==> config.mk <==
export PLATFORM = sky130hd
export DESIGN_NAME = pipeline_hold_interlock
export DESIGN_NICKNAME = d
export VERILOG_FILES = /design/src/core/pipe_hold_pkg.sv /design/src/core/pipeline_hold_interlock.sv /design/src/core/branch_sequencer.sv
export SDC_FILE = /design/constraint.sdc
export NUM_CORES = 1
export LEC_CHECK = 0
export BUFFER_PORTS_ARGS = -buffer_cell sky130_fd_sc_hd__buf_2
export CAP_MARGIN = 20
export CORE_ASPECT_RATIO = 0.5
export CORE_MARGIN = 1.5
export CORE_UTILIZATION = 52
export CTS_BUF_LIST = sky130_fd_sc_hd__clkbuf_8 sky130_fd_sc_hd__clkbuf_16
export DETAILED_ROUTE_END_ITERATION = 10
export PLACE_DENSITY = 0.8
export SLEW_MARGIN = 20
export SYNTH_ARGS = -nofsm -noshare
export SYNTH_HDL_FRONTEND = slang
export SYNTH_SLANG_ARGS = --single-unit
==> constraint.sdc <==
create_clock -name aclk -period 3.15 [get_ports aclk]
set_input_delay 0.1575 -clock aclk [delete_from_list [all_inputs] [get_ports aclk]]
set_output_delay 0.1575 -clock aclk [all_outputs]
set_load 0.005 [all_outputs]
==> src/core/pipe_hold_pkg.sv <==
// ====================================================================
// Shared constants and carriers of the hold and interlock block.
package pipe_hold_pkg;

	// ================================================================
	// Register byte offsets.
	localparam logic [7:0] CTRL_OFFSET = 8'h00;
	localparam logic [7:0] CONFIG_OFFSET = 8'h04;
	localparam logic [7:0] STATUS_OFFSET = 8'h08;
	localparam logic [7:0] FAULT_OFFSET = 8'h0c;
	localparam logic [7:0] HOLD_COUNT_OFFSET = 8'h10;

	// ================================================================
	// Field positions and reset values.
	localparam int CTRL_FORCE_BIT = 0;
	localparam int CTRL_FREEZE_BIT = 1;
	localparam int PAGE_SIZE_WIDTH = 2;
	localparam int STATUS_HOLD_BIT = 0;
	localparam int STATUS_IRQ_OK_BIT = 1;
	localparam int STATUS_CAUSE_LSB = 16;
	localparam int FAULT_CACHE_ORDER_BIT = 0;
	localparam logic [1:0] CTRL_RESET = 2'h0;
	localparam logic [PAGE_SIZE_WIDTH-1:0] PAGE_SIZE_RESET = 2'h0;
	localparam logic [31:0] RESET_PC = 32'h0000_0000;

	// ================================================================
	// Timing counts in cycles of the 8 ns clock.
	localparam logic [1:0] FREEZE_SETTLE_CYCLES = 2'h2;
	localparam logic [31:0] PC_STEP = 32'h0000_0004;

	// ================================================================
	// AXI responses.
	localparam logic [1:0] RESP_OKAY = 2'h0;
	localparam logic [1:0] RESP_SLVERR = 2'h2;

	// ================================================================
	// One bit for each reason to hold the pipeline.
	typedef struct packed {
		logic force_hold;
		logic load_use;
		logic iret_wait;
		logic trap_wait;
		logic multiple;
		logic serialize;
		logic bus_busy;
		logic wbuf_drain;
		logic wbuf_full;
		logic nc_conflict;
		logic data_miss;
		logic instr_miss;
	} stall_cause_type;

	// Execute-stage request from the decode and execute logic.
	typedef struct packed {
		logic store;
		logic cacheable;
		logic noncacheable;
		logic load;
		logic [7:0] load_dest;
	} exec_req_type;

endpackage : pipe_hold_pkg

==> src/core/pipeline_hold_interlock.sv <==
`timescale 1ns/1ns
module pipeline_hold_interlock #(
	parameter int PTR_COUNT = 3
) (
	// Clock, enable and reset.
	input wire logic aclk,
	input wire logic ce,
	input wire logic aresetn,
	// Urgent warning pin, asynchronous.
	input wire logic warn_pin,
	// AXI4-Lite register port.
	input wire logic [7:0] awaddr,
	input wire logic awvalid,
	output logic awready,
	input wire logic [31:0] wdata,
	input wire logic [3:0] wstrb,
	input wire logic wvalid,
	output logic wready,
	output logic [1:0] bresp,
	output logic bvalid,
	input wire logic bready,
	input wire logic [7:0] araddr,
	input wire logic arvalid,
	output logic arready,
	output logic [31:0] rdata,
	output logic [1:0] rresp,
	output logic rvalid,
	input wire logic rready,
	// Fetch and cache status.
	input wire logic instr_needed,
	input wire logic instr_valid,
	input wire logic data_needed,
	input wire logic data_valid,
	input wire logic dcache_miss,
	input wire logic bus_busy,
	input wire logic nc_busy,
	input wire logic refill_active,
	input wire logic wbuf_full,
	input wire logic wbuf_empty,
	// Execute-stage requests.
	input wire pipe_hold_pkg::exec_req_type exec_req,
	input wire logic [7:0] src_a,
	input wire logic [7:0] src_b,
	input wire logic load_return,
	input wire logic serialize_req,
	input wire logic multiple_active,
	// Trap and interrupt return progress.
	input wire logic trap_taken,
	input wire logic iret_exec,
	input wire logic handler_in_exec,
	input wire logic iret_done,
	// Branches.
	input wire logic branch_taken,
	input wire logic [31:0] branch_target,
	// Delayed-effect register writes.
	input wire logic sp_write,
	input wire logic [31:0] sp_wdata,
	input wire logic [PTR_COUNT-1:0] ptr_write,
	input wire logic [7:0] ptr_wdata,
	input wire logic cache_if_write,
	input wire logic cache_data_access,
	// Pipeline control outputs.
	output logic hold,
	output logic [3:0] stage_advance,
	output logic wbuf_push,
	output logic nc_start,
	output logic [31:0] fetch_pc,
	output logic in_delay_slot,
	output logic irq_allow,
	output logic [31:0] sp_direct,
	output logic [31:0] sp_local,
	output logic [PTR_COUNT-1:0][7:0] ptr_effective,
	output logic [pipe_hold_pkg::PAGE_SIZE_WIDTH-1:0] tr_page_size,
	output logic cache_order_fault
);
	// ================================================================
	// Warning pin synchroniser and filter.
	logic [2:0] warn_sync;
	logic warn_level;

	always_ff @(posedge aclk) begin
		if (!aresetn) begin
			warn_sync <= 3'h0;
			warn_level <= 1'b0;
		end else if (ce) begin
			warn_sync <= {warn_sync[1:0], warn_pin};
			if (warn_sync[1] == warn_sync[2]) begin
				warn_level <= warn_sync[2];
			end
		end
	end

	// ================================================================
	// Software registers.
	logic [1:0] ctrl;
	logic [pipe_hold_pkg::PAGE_SIZE_WIDTH-1:0] page_size_field;
	logic fault;
	logic [31:0] hold_count;
	logic state_freeze_bit;
	logic [7:0] aw_addr;
	logic aw_held;
	logic [31:0] w_data;
	logic [3:0] w_strb;
	logic w_held;
	logic do_write;
	logic wr_mapped;
	logic rd_mapped;
	logic fault_clear;
	pipe_hold_pkg::stall_cause_type cause;
	logic next_hold;
	logic [31:0] read_value;

	assign state_freeze_bit = ctrl[pipe_hold_pkg::CTRL_FREEZE_BIT];
	assign do_write = aw_held && w_held && !bvalid;
	assign wr_mapped = aw_addr == pipe_hold_pkg::CTRL_OFFSET
		|| aw_addr == pipe_hold_pkg::CONFIG_OFFSET
		|| aw_addr == pipe_hold_pkg::FAULT_OFFSET;
	assign rd_mapped = araddr == pipe_hold_pkg::CTRL_OFFSET
		|| araddr == pipe_hold_pkg::CONFIG_OFFSET
		|| araddr == pipe_hold_pkg::STATUS_OFFSET
		|| araddr == pipe_hold_pkg::FAULT_OFFSET
		|| araddr == pipe_hold_pkg::HOLD_COUNT_OFFSET;
	assign fault_clear = do_write && aw_addr == pipe_hold_pkg::FAULT_OFFSET && w_strb[0]
		&& w_data[pipe_hold_pkg::FAULT_CACHE_ORDER_BIT];

	// Write address and data are taken in either order and held.
	always_ff @(posedge aclk) begin
		if (!aresetn) begin
			aw_held <= 1'b0;
			aw_addr <= 8'h00;
			w_held <= 1'b0;
			w_data <= 32'h0000_0000;
			w_strb <= 4'h0;
			awready <= 1'b1;
			wready <= 1'b1;
			bvalid <= 1'b0;
			bresp <= pipe_hold_pkg::RESP_OKAY;
		end else if (ce) begin
			if (awvalid && awready) begin
				aw_held <= 1'b1;
				aw_addr <= awaddr;
				awready <= 1'b0;
			end
			if (wvalid && wready) begin
				w_held <= 1'b1;
				w_data <= wdata;
				w_strb <= wstrb;
				wready <= 1'b0;
			end
			if (do_write) begin
				bvalid <= 1'b1;
				bresp <= wr_mapped ? pipe_hold_pkg::RESP_OKAY : pipe_hold_pkg::RESP_SLVERR;
			end else if (bvalid && bready) begin
				bvalid <= 1'b0;
				aw_held <= 1'b0;
				w_held <= 1'b0;
				awready <= 1'b1;
				wready <= 1'b1;
			end
		end
	end

	always_ff @(posedge aclk) begin
		if (!aresetn) begin
			ctrl <= pipe_hold_pkg::CTRL_RESET;
			page_size_field <= pipe_hold_pkg::PAGE_SIZE_RESET;
		end else if (ce && do_write && w_strb[0]) begin
			if (aw_addr == pipe_hold_pkg::CTRL_OFFSET) begin
				ctrl <= w_data[1:0];
			end
			if (aw_addr == pipe_hold_pkg::CONFIG_OFFSET) begin
				page_size_field <= w_data[pipe_hold_pkg::PAGE_SIZE_WIDTH-1:0];
			end
		end
	end

	always_comb begin
		read_value = 32'h0000_0000;
		case (araddr)
			pipe_hold_pkg::CTRL_OFFSET: read_value[1:0] = ctrl;
			pipe_hold_pkg::CONFIG_OFFSET:
				read_value[pipe_hold_pkg::PAGE_SIZE_WIDTH-1:0] = page_size_field;
			pipe_hold_pkg::STATUS_OFFSET: begin
				read_value[pipe_hold_pkg::STATUS_HOLD_BIT] = hold;
				read_value[pipe_hold_pkg::STATUS_IRQ_OK_BIT] = irq_allow;
				read_value[pipe_hold_pkg::STATUS_CAUSE_LSB +: 12] = cause;
			end
			pipe_hold_pkg::FAULT_OFFSET: read_value[pipe_hold_pkg::FAULT_CACHE_ORDER_BIT] = fault;
			pipe_hold_pkg::HOLD_COUNT_OFFSET: read_value = hold_count;
			default: read_value = 32'h0000_0000;
		endcase
	end

	always_ff @(posedge aclk) begin
		if (!aresetn) begin
			arready <= 1'b1;
			rvalid <= 1'b0;
			rdata <= 32'h0000_0000;
			rresp <= pipe_hold_pkg::RESP_OKAY;
		end else if (ce) begin
			if (arvalid && arready) begin
				arready <= 1'b0;
				rvalid <= 1'b1;
				rdata <= read_value;
				rresp <= rd_mapped ? pipe_hold_pkg::RESP_OKAY : pipe_hold_pkg::RESP_SLVERR;
			end else if (rvalid && rready) begin
				rvalid <= 1'b0;
				arready <= 1'b1;
			end
		end
	end

	// ================================================================
	// Trap, interrupt return and load scoreboard state.
	logic trap_pending;
	logic iret_pending;
	logic load_pending;
	logic [7:0] load_reg;

	// A new trap or return in the same cycle as its end keeps the wait.
	always_ff @(posedge aclk) begin
		if (!aresetn) begin
			trap_pending <= 1'b0;
			iret_pending <= 1'b0;
		end else if (ce) begin
			trap_pending <= trap_taken || (trap_pending && !handler_in_exec);
			iret_pending <= iret_exec || (iret_pending && !iret_done);
		end
	end

	// One outstanding load destination; a returning load frees it unless
	// a new load issues in the same cycle.
	always_ff @(posedge aclk) begin
		if (!aresetn) begin
			load_pending <= 1'b0;
			load_reg <= 8'h00;
		end else if (ce) begin
			if (exec_req.load && !next_hold) begin
				load_pending <= 1'b1;
				load_reg <= exec_req.load_dest;
			end else if (load_return) begin
				load_pending <= 1'b0;
			end
		end
	end

	// ================================================================
	// Hold formation.
	always_comb begin
		cause.instr_miss = instr_needed && !instr_valid;
		cause.data_miss = data_needed && !data_valid;
		cause.nc_conflict = exec_req.noncacheable && nc_busy;
		cause.wbuf_full = exec_req.store && wbuf_full;
		cause.wbuf_drain = exec_req.noncacheable && !wbuf_empty;
		cause.bus_busy = dcache_miss && bus_busy;
		cause.serialize = serialize_req && (nc_busy || !wbuf_empty || refill_active);
		cause.multiple = multiple_active;
		cause.trap_wait = trap_pending;
		cause.iret_wait = iret_pending;
		// A true dependence on the outstanding load stalls, and so does a second load.
		cause.load_use = load_pending && !load_return
			&& (src_a == load_reg || src_b == load_reg
			|| exec_req.load);
		cause.force_hold = ctrl[pipe_hold_pkg::CTRL_FORCE_BIT];
		next_hold = (|cause) && !warn_level;
	end

	always_ff @(posedge aclk) begin
		if (!aresetn) begin
			hold <= 1'b0;
			stage_advance <= 4'h0;
			wbuf_push <= 1'b0;
			nc_start <= 1'b0;
			hold_count <= 32'h0000_0000;
		end else if (ce) begin
			hold <= next_hold;
			stage_advance <= {4{!next_hold}};
			wbuf_push <= exec_req.store && exec_req.cacheable && !next_hold;
			nc_start <= exec_req.noncacheable && !next_hold;
			if (next_hold) begin
				hold_count <= hold_count + 32'h0000_0001;
			end
		end
	end

	branch_sequencer u_branch_sequencer (
		.aclk(aclk),
		.aresetn(aresetn),
		.ce(ce),
		.advance(!next_hold),
		.branch_taken(branch_taken),
		.branch_target(branch_target),
		.fetch_pc(fetch_pc),
		.in_delay_slot(in_delay_slot)
	);

	// ================================================================
	// Delayed-effect registers.
	logic [PTR_COUNT-1:0][7:0] ptr_value;
	logic [1:0] freeze_count;
	logic freeze_prev;
	logic cif_write_last;

	always_ff @(posedge aclk) begin
		if (!aresetn) begin
			sp_direct <= 32'h0000_0000;
			sp_local <= 32'h0000_0000;
			ptr_value <= '0;
			ptr_effective <= '0;
			tr_page_size <= pipe_hold_pkg::PAGE_SIZE_RESET;
		end else if (ce) begin
			if (sp_write) begin
				sp_direct <= sp_wdata;
			end
			sp_local <= sp_direct;
			for (int i = 0; i < PTR_COUNT; i++) begin
				if (ptr_write[i]) begin
					ptr_value[i] <= ptr_wdata;
				end
			end
			ptr_effective <= ptr_value;
			tr_page_size <= page_size_field;
		end
	end

	// Interrupts stay disabled until the frozen state has settled.
	always_ff @(posedge aclk) begin
		if (!aresetn) begin
			freeze_prev <= 1'b0;
			freeze_count <= 2'h0;
			irq_allow <= 1'b0;
		end else if (ce) begin
			freeze_prev <= state_freeze_bit;
			if (freeze_prev && !state_freeze_bit) begin
				freeze_count <= pipe_hold_pkg::FREEZE_SETTLE_CYCLES - 2'h1;
			end else if (freeze_count != 2'h0) begin
				freeze_count <= freeze_count - 2'h1;
			end
			irq_allow <= !state_freeze_bit && !(freeze_prev && !state_freeze_bit)
				&& freeze_count == 2'h0;
		end
	end

	// A fault set in the cycle of its clear survives.
	always_ff @(posedge aclk) begin
		if (!aresetn) begin
			cif_write_last <= 1'b0;
			cache_order_fault <= 1'b0;
			fault <= 1'b0;
		end else if (ce) begin
			cif_write_last <= cache_if_write;
			cache_order_fault <= cif_write_last && cache_data_access;
			if (cif_write_last && cache_data_access) begin
				fault <= 1'b1;
			end else if (fault_clear) begin
				fault <= 1'b0;
			end
		end
	end
endmodule : pipeline_hold_interlock

==> src/core/branch_sequencer.sv <==
`timescale 1ns/1ns
// ====================================================================
// Fetch address sequencing with one delay slot after each branch.
module branch_sequencer (
	// Clock and reset.
	input wire logic aclk,
	input wire logic aresetn,
	input wire logic ce,
	// Pipeline control.
	input wire logic advance,
	input wire logic branch_taken,
	input wire logic [31:0] branch_target,
	// Fetch side.
	output logic [31:0] fetch_pc,
	output logic in_delay_slot
);
	logic target_pending;
	logic [31:0] target;

	// A taken branch first lets the next sequential word through as its
	// delay slot; a second taken branch there queues its own target.
	always_ff @(posedge aclk) begin
		if (!aresetn) begin
			fetch_pc <= pipe_hold_pkg::RESET_PC;
			target_pending <= 1'b0;
			target <= pipe_hold_pkg::RESET_PC;
			in_delay_slot <= 1'b0;
		end else if (ce && advance) begin
			if (target_pending) begin
				fetch_pc <= target;
			end else begin
				fetch_pc <= fetch_pc + pipe_hold_pkg::PC_STEP;
			end
			target_pending <= branch_taken;
			in_delay_slot <= branch_taken;
			if (branch_taken) begin
				target <= branch_target;
			end
		end
	end

endmodule : branch_sequencer

==> results.md <==
* Synth top area cells: dfxtp_1, a21oi_1, nand2_1
* Final Hold Fails at 0
* Buffers added on ports at ~320
* Least-Margin Pin Slew at about 0.96 ns
* Storage cell area at around 6000 sq um
* Peak supply drop at roughly 0.40 mV
* Synth async-reset ratio at 0%
* Post-synth top area share at roughly half
* Setup TNS at 0 ns
* Synthesis-stage register bit count at a little under 300
* Startpoint types: flop
* Number of DRC markers in iteration 0 at slightly above 1000
* Total CTS buffers at 26
* CP Class: reg2reg
* Period minus WS final at 2.82 ns
* # DRC at 0
* YS warnings at 0
* Initial Utilization at around 53%
* Layout cells sized above 1 at between 20 and 25%
* Hold Crit Start: exec_req[8]
* Power Dens Cells at approximately 490 nW/um^2
* Multi-input combinational cell area at around 5700 sq um
* Syn Std Cell Area at about 12000 sq um
* Fill count at 1700
* Worst-path clk slew at about 0.07 ns
* Max Cap Viol at 0
* Chip Height at 111 um
* GRT overflow at 0
* Status: finished, final reports clean
* Mean post-synth cell area at between 8 and 9 sq um
* Routed WL at 37700 um
* Req. time, crit path at ~3.6 ns
* Total power at a little under 8 mW
* Mux cell area share after synthesis at between 6 and 7%
* Synth Area in XOR/XNOR at around 2.5%
* Drt pass-1 iters at 7
* Rows at 39
* First-pass GRT wire length at about 60000 um
* Synth Area in Compound Gates at 13.8%
* Post-DP HPWL at 22700 um
* Clk_skew at 0.0130 ns
* Max Slew Vio Count at 0
* Vias at roughly 12000
* Initial antenna violation count at 2
* Number of global-route vias before repair at between 10000 and 15000
* Most frequent cells in the layout: buf_2, dfxtp_1, nand2_1, a21oi_1, nor2_1
* Largest net degree at the start of global routing at ~110
* Clock root buffer: clkbuf_16
* Synth Instances at between 1000 and 1500
* CTS tree: done
* Max Freq at 0.354 GHz
* Largest family of logic cells by synthesized area: simple AND/OR/NAND/NOR gates
* Clock Path Buffers at 3
* Simple-gate share of the synthesized area at 23.8%
* ANT nets after route at 0
* # H-tree levels at 1
* Lkg Pwr at 6.62 nW
* # nets final at just over 2000
* Crit end category: flop
* Final setup viols at 0
* Insertion delay to the later sink of the worst-skew pair at 0.54 ns
* Yosys top cell by area: dfxtp_1
* Placeable core area at roughly 23000 sq um
* Critical path arrival at approximately 3.3 ns
* Via-per-instance ratio at roughly 5.7
* Clock sink count at approximately 290
* Max-slew headroom at about 36%
* Crit Path Max Fanout at 4
* RSZ-0062 raised after global routing: no
* P&R area growth vs syn at 32.9%
* Primary FF master, synth: dfxtp_1
* Post-Synth Adder-Cell Area at less than 1%
* Boundary pin count at 358
* Die width at 218 um
* Post-synth EDFFs at 0
* WL per Instance at 17.4 um
* Gr usage total at 30.5%
* Gp weighted congestion at between 0.8 and 0.9
* Final Cycle Share at 89.6%
* Hold Crit Class: in2reg
* Commonest non-fill, non-tap cell in the layout: buf_2
* Register area share after synthesis at roughly half
* Crit. Startpoint: iret_pending
* Setup Buffers After CTS at 0
* Netlist cell types at 63
* Reg-to-reg startpoint: iret_pending
* Die area at between 20000 and 25000 sq um
-- per-layer routing --
layer / vias up / share of wire [%] / GRT usage [%]
met1: 5810 / 42 / 39.0
met5: - / 0 / 0
met4: 0 / 4.2 / 14.1
li1: 5841 / - / -
met2: 565 / 46 / 49.8
met3: 132 / 7.2 / 5.95
-- timing repair --
item,in CTS,in global routing
endpoints found under the hold margin,124,0
hold buffers,116,0
resized for setup,0,0
-- cell type report --
type | count | share of cell area, %
Tap cell | 307 | 2.40
Inverter | 21 | 0.540
Multi-Input combinational cell | 1021 | 35.5
Clock buffer | 31 | 4.57
Sequential cell | 293 | 36.7
Antenna cell | 2 | 0.0313
Timing Repair Buffer | 474 | 19.5
Clock inverter | 16 | 0.806
-- stage by stage --
stage / hold WS [ns] / cell area [sq um] / utilization, % / instances / setup slack [ns]
2_1_floorplan: 0.293 / 12000 / - / 1442 / 0.849
3_3_place_gp: 0.391 / 14000 / 61.3 / 2000 / 0.395
3_5_place_dp: 0.399 / 14000 / 61.3 / 2000 / 0.411
4_1_cts: 0.00409 / 16000 / 70.2 / 2163 / 0.381
5_1_grt: 0.0164 / 16000 / 70.2 / 2165 / 0.248
6_report: 0.0243 / 16000 / 70.2 / 2165 / 0.328
-- report_power, final --
part | switching [mW] | total, mW | internal, mW
Combinational | 0.407 | 0.761 | 0.353
Sequential | 0.0777 | 3.88 | 3.80
Clock | 1.44 | 3.25 | 1.81
-- final timing paths --
check	slack [ns]	end	depth (start not counted)
min reg2reg	0.44	rdata[12]	2
min	0.02	load_reg[4]	3
max	0.33	wbuf_push	8
max reg2reg	0.33	wbuf_push	8
-- worst max-delay path: stages, from the launching register on --
cell	delay, ns
dfxtp_1	0.33
or4_1	0.53
a21oi_1	0.23
nand3_1	0.22
o31ai_4	0.38
buf_4	0.20
nand4_1	0.09
dlygate4sd3_1	0.59
a21oi_1	0.18
-- synthesized netlist by cell type, types with 4 or more instances --
cell type / count
dfxtp_1: 293
nand2_1: 216
a21oi_1: 173
nor2_1: 145
nand3_1: 136
clkbuf_1: 78
mux2i_1: 75
o21ai_0: 35
nor3_1: 33
xnor2_1: 28
nand4_1: 23
inv_1: 20
nor4_1: 20
or3_1: 13
buf_1: 11
buf_2: 10
a221oi_1: 9
a211oi_1: 8
a41oi_1: 7
buf_4: 7
nor4b_1: 7
xor2_1: 7
and3_1: 6
a31oi_1: 5
and2_1: 5
nand2b_1: 5
a21o_1: 4
o221a_2: 4
or4_1: 4
-- cells by family (layout without fill, tap and decap cells) --
| family | Yosys count | count (layout) |
|---|---|---|
| compound gates | 278 | 278 |
| simple gates | 627 | 627 |
| mux | 76 | 76 |
| xor+xnor | 35 | 35 |
| flops | 293 | 293 |
| other cells | 1 | 4 |
| buf+inv | 128 | 542 |
| fa+ha+maj | 3 | 3 |
(Power assumes the default switching activity.)
